[config.mk]
export PLATFORM = sky130hd
export DESIGN_NAME = csx_top
export DESIGN_NICKNAME = d
export VERILOG_FILES = /design/src/logic/csx_pkg.sv /design/src/logic/csx_top.sv
export VERILOG_INCLUDE_DIRS = /design/src /design/src/logic
export SDC_FILE = /design/constraint.sdc
export NUM_CORES = 1
export LEC_CHECK = 0
export CAP_MARGIN = 20
export CORE_MARGIN = 3
export CORE_UTILIZATION = 35
export DETAILED_ROUTE_END_ITERATION = 10
export DONT_BUFFER_PORTS = 1
export PLACE_DENSITY = 0.54
export SYNTH_ARGS = -nofsm -noshare
export SYNTH_HDL_FRONTEND = slang
export SYNTH_SLANG_ARGS = --single-unit
[constraint.sdc]
create_clock -name REF_CLK_I -period 1.9 [get_ports REF_CLK_I]
set_clock_uncertainty 0.05 [all_clocks]
set_input_delay 0.38 -clock REF_CLK_I [delete_from_list [all_inputs] [get_ports REF_CLK_I]]
set_output_delay 0.38 -clock REF_CLK_I [all_outputs]
set_load 0.01 [all_outputs]
[src/logic/csx_defines.svh]
// Shared constants for the chip-select and transceiver control block.
// Assumes a 20-bit memory address space with I/O decoded on its low 16 bits.
`ifndef CSX_DEFINES_SVH
`define CSX_DEFINES_SVH
`define CSX_UPPER_LSB    10
`define CSX_UPPER_MAX    4'h8
`define CSX_MID_LSB      13
`define CSX_MID_MAX      3'h6
`define CSX_MID_IDX_LSB  11
`define CSX_PCS_LSB      7
`define CSX_PCS_COUNT    3'h7
`define CSX_SYNC_WIDTH   5
`endif

[src/logic/csx_pkg.sv]
// Types for the chip-select and transceiver control block.
// Assumes nothing beyond the defines header.
package csx_pkg;
  typedef enum logic [3:0] {
    CSX_ST_RST1  = 4'b0001,
    CSX_ST_RST2  = 4'b0010,
    CSX_ST_RUN   = 4'b0100,
    CSX_ST_FLOAT = 4'b1000
  } csx_state_t;
endpackage : csx_pkg

[src/logic/csx_top.sv]
// Chip-select decode, strap-sampled float test mode and transceiver controls.
// Assumes the core presents one bus reference per cycle on the same clock and
// that two-way pins are resolved outside from the output enables.
`include "csx_defines.svh"

// Overview of operation
// - Upper select low inside top block
// - Both straps low at release: float mode
// - Float mode floats every pin until reset
// - Strap pins pulled up only during reset
// - Lower select low inside bottom block
// - Four mid selects cover mid region
// - Enhanced: mid pin 0 is transfer request
// - Enhanced: mid pin 3 is coprocessor select
// - Enhanced: mid pin 1 is error input
// - Five peripheral selects, I/O or memory
// - Pin six: select or latched A1
// - Pin seven: select or latched A2
// - Dual pins keep driving during hold
// - Direction low read, high write
// - Enable low in data phase once direction set
// - Enable high while direction changes
// - Enable driven high one reset clock
// - Hold answered by ack and floating
module csx_top import csx_pkg::*; (
  input  wire logic        REF_CLK_I,                 // 40 MHz clock
  input  wire logic        RST_I,                     // Sync reset, high
  input  wire logic        ENHANCED_MODE_I,           // Coprocessor pin reuse
  input  wire logic        CYCLE_VALID_I,             // Bus reference this cycle
  input  wire logic [19:0] ADDR_I,                    // Reference address
  input  wire logic        MEM_CYCLE_I,               // 1 memory, 0 I/O
  input  wire logic        WRITE_I,                   // Write reference
  input  wire logic        DATA_PHASE_I,              // Data moving on bus
  input  wire logic        COPROC_ACCESS_I,           // Reference to coprocessor
  input  wire logic        HOLD_I,                    // Hold request pin
  input  wire logic [3:0]  UPPER_SIZE_I,              // Top block 1K shl n
  input  wire logic [3:0]  LOWER_SIZE_I,              // Bottom block 1K shl n
  input  wire logic [6:0]  MID_BASE_I,                // Mid base, addr 19:13
  input  wire logic [2:0]  MID_SIZE_I,                // Mid block 8K shl n
  input  wire logic [9:0]  PERIPH_BASE_I,             // Periph base, addr 19:10
  input  wire logic        PERIPH_IN_MEM_I,           // Periph area in memory
  input  wire logic        PERIPH_ADDR_OUT_I,         // Pins six/seven latch A1/A2
  input  wire logic        UPPER_MEM_SELECT_N_I,      // Strap level
  output logic             UPPER_MEM_SELECT_N_O,      // Upper select
  output logic             UPPER_MEM_SELECT_N_OE_O,   // Drive enable
  output logic             UPPER_PULLUP_EN_O,         // Weak pullup on
  input  wire logic        LOWER_MEM_SELECT_N_I,      // Strap level
  output logic             LOWER_MEM_SELECT_N_O,      // Lower select
  output logic             LOWER_MEM_SELECT_N_OE_O,   // Drive enable
  output logic             LOWER_PULLUP_EN_O,         // Weak pullup on
  input  wire logic        MID_SELECT0_N_I,           // Transfer request level
  input  wire logic        MID_SELECT1_N_I,           // Error level
  output logic [3:0]       MID_SELECT_N_O,            // Mid selects 0..3
  output logic [3:0]       MID_SELECT_N_OE_O,         // Drive enables
  output logic             COPROC_TRANSFER_REQUEST_O, // Synced request
  output logic             COPROC_ERROR_O,            // Synced error
  output logic [4:0]       PERIPH_SELECT_N_O,         // Periph selects 0..4
  output logic             PERIPH_SELECT_N_OE_O,      // Drive enable
  output logic             PERIPH_SELECT5_OR_ADDR1_O, // Select five or A1
  output logic             PERIPH_SELECT6_OR_ADDR2_O, // Select six or A2
  output logic             PERIPH_DUAL_OE_O,          // Drive enable, both
  output logic             XCVR_DIRECTION_O,          // High when writing
  output logic             XCVR_DIRECTION_OE_O,       // Drive enable
  output logic             XCVR_ENABLE_N_O,           // Transceiver enable
  output logic             XCVR_ENABLE_N_OE_O,        // Drive enable
  output logic             HOLD_ACK_O,                // Hold granted
  output logic             HOLD_ACK_OE_O,             // Drive enable
  output logic             FLOAT_TEST_MODE_O          // Float mode status
);

  csx_state_t                  state_q;
  logic [`CSX_SYNC_WIDTH-1:0]  sync1_q;
  logic [`CSX_SYNC_WIDTH-1:0]  sync2_q;
  logic                        hold_s;
  logic                        run;
  logic                        drive;
  logic                        in_rst;
  logic                        ref_mem;
  logic                        pref;
  logic [6:0]                  pdec;
  logic                        float_q;
  logic                        ucs_q;
  logic                        lcs_q;
  logic [3:0]                  mcs_q;
  logic [4:0]                  pcs_q;
  logic [1:0]                  dual_q;
  logic                        dir_q;
  logic                        den_q;
  logic                        ack_q;
  logic                        pull_q;
  logic                        oe_q;
  logic                        mid01_oe_q;
  logic                        dual_oe_q;
  logic                        den_oe_q;
  logic                        ack_oe_q;
  logic                        req_q;
  logic                        err_q;

  function automatic logic upper_hit(input logic [9:0] a, input logic [3:0] code);
    logic [3:0] c;
    logic [9:0] m;
    c = (code > `CSX_UPPER_MAX) ? `CSX_UPPER_MAX : code;
    m = 10'h3ff << c;
    return &(a | ~m);
  endfunction : upper_hit

  function automatic logic lower_hit(input logic [9:0] a, input logic [3:0] code);
    logic [3:0] c;
    logic [9:0] m;
    c = (code > `CSX_UPPER_MAX) ? `CSX_UPPER_MAX : code;
    m = 10'h3ff << c;
    return (a & m) == 10'h000;
  endfunction : lower_hit

  // Active-low one-hot of the quarter hit, all high on a miss
  function automatic logic [3:0] mid_dec(input logic [19:0] a, input logic [6:0] base,
                                         input logic [2:0] size);
    logic [2:0] s;
    logic [6:0] m;
    logic [8:0] q;
    s = (size > `CSX_MID_MAX) ? `CSX_MID_MAX : size;
    m = 7'h7f << s;
    q = a[19:`CSX_MID_IDX_LSB] >> s;
    if (((a[19:`CSX_MID_LSB] ^ base) & m) != 7'h00) return 4'hf;
    return ~(4'h1 << q[1:0]);
  endfunction : mid_dec

  // Seven selects of one block each inside a 1K window
  function automatic logic [6:0] periph_dec(input logic [19:0] a, input logic [9:0] base,
                                            input logic in_mem);
    logic       hit;
    logic [2:0] idx;
    hit = in_mem ? (a[19:10] == base) : (a[15:10] == base[5:0]);
    idx = a[9:`CSX_PCS_LSB];
    if (!hit || idx == `CSX_PCS_COUNT) return 7'h7f;
    return ~(7'h01 << idx);
  endfunction : periph_dec

  assign hold_s  = sync2_q[0];
  assign run     = (state_q == CSX_ST_RUN);
  assign in_rst  = (state_q == CSX_ST_RST1) || (state_q == CSX_ST_RST2);
  assign drive   = run && !hold_s;
  assign ref_mem = CYCLE_VALID_I && MEM_CYCLE_I;
  assign pref    = CYCLE_VALID_I && (MEM_CYCLE_I == PERIPH_IN_MEM_I);
  assign pdec    = periph_dec(ADDR_I, PERIPH_BASE_I, PERIPH_IN_MEM_I);

  // Pin inputs: hold, upper strap, lower strap, request, error.
  // Not reset: the strap levels seen at release must be the pins during reset,
  // a reset value of zero would look like both straps pulled low.
  always_ff @(posedge REF_CLK_I) begin
    sync1_q <= {MID_SELECT1_N_I, MID_SELECT0_N_I, LOWER_MEM_SELECT_N_I,
                UPPER_MEM_SELECT_N_I, HOLD_I};
    sync2_q <= sync1_q;
  end

  // Straps are read as synced after release; pullups keep them high in reset
  always_ff @(posedge REF_CLK_I) begin
    if (RST_I) begin
      float_q <= 1'b0;
      if (in_rst) state_q <= CSX_ST_RST2;
      else        state_q <= CSX_ST_RST1;
    end else begin
      unique case (state_q)
        CSX_ST_RST1, CSX_ST_RST2: begin
          if (!sync2_q[1] && !sync2_q[2]) begin
            state_q <= CSX_ST_FLOAT;
            float_q <= 1'b1;
          end else begin
            state_q <= CSX_ST_RUN;
          end
        end
        CSX_ST_RUN:   state_q <= CSX_ST_RUN;
        CSX_ST_FLOAT: state_q <= CSX_ST_FLOAT;
        default:      state_q <= CSX_ST_RST1;
      endcase
    end
  end

  always_ff @(posedge REF_CLK_I) begin
    pull_q <= RST_I;
  end

  always_ff @(posedge REF_CLK_I) begin
    if (RST_I) begin
      ucs_q <= 1'b1;
      lcs_q <= 1'b1;
      mcs_q <= 4'hf;
      pcs_q <= 5'h1f;
    end else begin
      ucs_q <= !(drive && ref_mem && upper_hit(ADDR_I[19:10], UPPER_SIZE_I));
      lcs_q <= !(drive && ref_mem && lower_hit(ADDR_I[19:10], LOWER_SIZE_I));
      mcs_q <= (drive && ref_mem) ? mid_dec(ADDR_I, MID_BASE_I, MID_SIZE_I)
                                  : 4'hf;
      if (ENHANCED_MODE_I) begin
        mcs_q[3] <= !(drive && CYCLE_VALID_I && COPROC_ACCESS_I);
      end
      pcs_q <= (drive && pref) ? pdec[4:0] : 5'h1f;
    end
  end

  // Latched address is frozen during hold, so the pins keep their last value
  always_ff @(posedge REF_CLK_I) begin
    if (RST_I) begin
      dual_q <= 2'b11;
    end else if (PERIPH_ADDR_OUT_I) begin
      if (drive && CYCLE_VALID_I) dual_q <= ADDR_I[2:1];
    end else begin
      dual_q <= (run && pref) ? pdec[6:5] : 2'b11;
    end
  end

  // Enhanced-mode inputs, already synchronised
  always_ff @(posedge REF_CLK_I) begin
    if (RST_I) begin
      req_q <= 1'b0;
      err_q <= 1'b0;
    end else begin
      req_q <= ENHANCED_MODE_I && run && sync2_q[3];
      err_q <= ENHANCED_MODE_I && run && !sync2_q[4];
    end
  end

  // Direction flips in a cycle with enable high; enable drops a cycle later
  always_ff @(posedge REF_CLK_I) begin
    if (RST_I) begin
      dir_q <= 1'b0;
      den_q <= 1'b1;
    end else if (drive && DATA_PHASE_I) begin
      if (dir_q != WRITE_I) begin
        dir_q <= WRITE_I;
        den_q <= 1'b1;
      end else begin
        den_q <= 1'b0;
      end
    end else begin
      den_q <= 1'b1;
    end
  end

  // Hold is granted only in the run state, never in float mode; the core must not start cycles while held
  always_ff @(posedge REF_CLK_I) begin
    if (RST_I) begin
      ack_q      <= 1'b0;
      oe_q       <= 1'b0;
      mid01_oe_q <= 1'b0;
      dual_oe_q  <= 1'b0;
      ack_oe_q   <= 1'b0;
      den_oe_q   <= !in_rst;
    end else begin
      ack_q      <= run && hold_s;
      oe_q       <= drive;
      mid01_oe_q <= drive && !ENHANCED_MODE_I;
      dual_oe_q  <= run;
      ack_oe_q   <= run;
      den_oe_q   <= drive;
    end
  end

  assign UPPER_MEM_SELECT_N_O      = ucs_q;
  assign UPPER_MEM_SELECT_N_OE_O   = oe_q;
  assign UPPER_PULLUP_EN_O         = pull_q;
  assign LOWER_MEM_SELECT_N_O      = lcs_q;
  assign LOWER_MEM_SELECT_N_OE_O   = oe_q;
  assign LOWER_PULLUP_EN_O         = pull_q;
  assign MID_SELECT_N_O            = mcs_q;
  assign MID_SELECT_N_OE_O         = {oe_q, oe_q, mid01_oe_q, mid01_oe_q};
  assign COPROC_TRANSFER_REQUEST_O = req_q;
  assign COPROC_ERROR_O            = err_q;
  assign PERIPH_SELECT_N_O         = pcs_q;
  assign PERIPH_SELECT_N_OE_O      = oe_q;
  assign PERIPH_SELECT5_OR_ADDR1_O = dual_q[0];
  assign PERIPH_SELECT6_OR_ADDR2_O = dual_q[1];
  assign PERIPH_DUAL_OE_O          = dual_oe_q;
  assign XCVR_DIRECTION_O          = dir_q;
  assign XCVR_DIRECTION_OE_O       = oe_q;
  assign XCVR_ENABLE_N_O           = den_q;
  assign XCVR_ENABLE_N_OE_O        = den_oe_q;
  assign HOLD_ACK_O                = ack_q;
  assign HOLD_ACK_OE_O             = ack_oe_q;
  assign FLOAT_TEST_MODE_O         = float_q;
endmodule : csx_top

==> results.toml <==
[run_status]
outcome = "complete, no violations"

[die]
rows = 25
die_x_um = 76.57
die_area_um2 = 5862
ios = 95
core_area_um2 = 4755
die_height_um = 76.57
start_util_pct = 36.66

[cts]
clkLatencyLatePin_ps = 280
clk_pin_slew_worst_paths_ps = 70
root_buffer = "clkbuf_8"
ctsHoldBuffers = 0
clock_sinks = 38
htreeDepth = 2
ctsLongestPathBuffers = 2
cts_tree = "done"
cts_made_buffers = 5

[worst_setup_path]
path_class = "flop to flop"
cp_slowest_cell = "or4b_4"
critPathMaxStageDelay_ps = 580
crit_chain = "or4b_4, nor4_4, nand2_2, nor3b_2, nand2b_1"
endpoint_kind = "flop"
crit_fanout = 3
cp_data_arrival_time_ps = 1940
cp.required_ps = 2020
cp-start-kind = "flop"
cp_top_family = "simple AND/OR/NAND/NOR gates"
path_buf_inv = 0

[detailed_routing]
ant_nets = 0
drt_wl_total_um = 4116
vias = 1303
dr.pass1.iters = 4
drt_iter0_markers = 55
wl_per_cell_um = 16.66
drc = 0
viasPerCell = 5.275

[logic_synthesis]
ys_types = 45
synth-edff-count = 0
synthArstFlopShare_pct = 0
ys.warnings.count = 0
yosysTopAreaCell = "dfxtp_1"
ys_ff_latch = 38
avgSynthCellArea_um2 = 9.576
synth_seq_area_share_pct = 43.65
synth_area_um2 = 1743
synth_cells = 182
synth_ff_type = "dfxtp_1"
synth_top_area_share_pct = 43.65
syn-num-nets = 245
synth_area_leaders = "dfxtp_1, xor2_1, buf_4"

[timing]
setup-tns-final_ps = 0
period_minus_slack_ps = 1823
maxSlewHeadroom_pct = 60.84
tightest_slew_ps = 586.6
period_share_pct = 95.93
rsz0062_at_grt = "true"
slew_violations = 0
hold_viol = 0
fmax_mhz = 548.6
setup_viol = 0

[finish]
final_common_cell = "dfxtp_1"
layout_common_cells = "dfxtp_1, nor2_1, nand2_1, xor2_1"
fin_cells = 247
fin_area_um2 = 1867
diodes = 0
fillers = 500
syn2layout_area_growth_pct = 7.107
drive_above_1_share_pct = 16.11
nets = 243

[place]
hpwlAfterDp_um = 3396
dp.cells = 239
gp_congestion = 0.8051
placed_area_um2 = 1772
port_buffers = 0

[job]
cap_viol_max_count = 0

[global_routing]
grt_pass1_vias = 1378
grt_pass1_wl_um = 6658
track_usage_pct = 14.48
grt_overflow = 0
antenna_found_initial = 0
grt_max_degree = 12

[power_and_ir_drop]
ir_worst_vdd_mv = 0.3087
power_leakage_nw = 0.6916
power_density_nw_per_um2 = 977.2

[worst_hold_path]
hp-class = "input pin to flop"
kinds of logic (layout without fill, tap and decap cells):
group	Yosys count	count (layout)	share of synthesized area (%)
buf+inv	23	21	7.466
simple gates	59	59	19.38
flops	38	38	43.65
mux	10	10	7.322
xor+xnor	20	20	10.05
compound gates	32	32	12.13
Yosys cell counts (2+ instances only):
master and count:
mux4_2 2, nand3_1 5, clkbuf_1 5, a221oi_1 2, o21ai_0 8, nand2b_1 2
mux2_2 2, buf_2 2, a21oi_1 8, xnor2_1 7, nor3_2 2, inv_1 6
dfxtp_1 38, a32oi_1 2, nor4_1 3, nor3_1 4, xor2_1 13, nor2_1 15
nand2_1 14, buf_4 9, o211ai_1 3, mux2i_1 6, nor2b_1 2
where the power goes:
group	leakage, nW	switching, W	internal [W]
logic	0.335	0.000201	0.000183
registers	0.313	0.0000652	0.000875
clock network	0.0438	0.000255	0.000246
total	0.692	0.000521	0.00130
sequential cells by signal, summed over array words and instances (netlist names):
signal and cells:
LOWER_PULLUP_EN_O 1, XCVR_ENABLE_N_OE_O 1, state_q 4, XCVR_DIRECTION_O 1, HOLD_ACK_OE_O 1, FLOAT_TEST_MODE_O 1
UPPER_MEM_SELECT_N_O 1, sync1_q 5, LOWER_MEM_SELECT_N_OE_O 1, sync2_q 5, MID_SELECT_N_O 4, COPROC_TRANSFER_REQUEST_O 1
HOLD_ACK_O 1, mid01_oe_q 1, LOWER_MEM_SELECT_N_O 1, COPROC_ERROR_O 1, PERIPH_SELECT_N_O 5, dual_q 2
XCVR_ENABLE_N_O 1
final timing paths:
| path | cells past startpoint | endpoint | from | slack [ps] |
|---|---|---|---|---|
| worst min-delay path | 0 | sync1_q[1] | UPPER_MEM_SELECT_N_I | 70 |
| worst max-delay path | 5 | MID_SELECT_N_O[2] | state_q[3] | 80 |
| worst max register to register | 5 | MID_SELECT_N_O[2] | state_q[3] | 80 |
| worst min register to register | 0 | sync2_q[3] | sync1_q[3] | 280 |
layer usage:
layer  GRT usage (%)  wire [um]  vias to the layer above
li1                -          -                      620
met2           24.43       2009                       81
met4           7.790        121                        0
met1           14.87       1584                      590
met3           6.738        402                       12
met5               0          0                        -
stage by stage:
step	utilization (%)	setup slack [ps]	total power, W	hold WS [ps]
6_report	39.26	77.31	0.001824	69.45
5_1_grt	39.26	-33.50	0.001948	39.44
4_1_cts	38.92	81.88	0.001842	54.91
3_5_place_dp	37.26	-12.85	0.001334	264.7
3_3_place_gp	37.26	-13.74	0.001311	261.6
2_1_floorplan	-	48.99	0.001263	259.6
layout make-up:
class	count	area, um2	area share [%]
Multi-Input combinational cell	121	858.3	45.98
Sequential cell	38	763.2	40.88
Tap cell	67	83.83	4.491
Clock buffer	5	68.82	3.686
Timing Repair Buffer	8	60.06	3.217
Inverter	6	22.52	1.206
Clock inverter	2	10.01	0.5362
what timing repair did:
action | 4_1_cts | 5_1_grt
setup endpoints to repair | 0 | 4
resized for setup | 0 | 3
setup buffers | 0 | 1
Note: power is estimated with default switching activity, not from simulation.
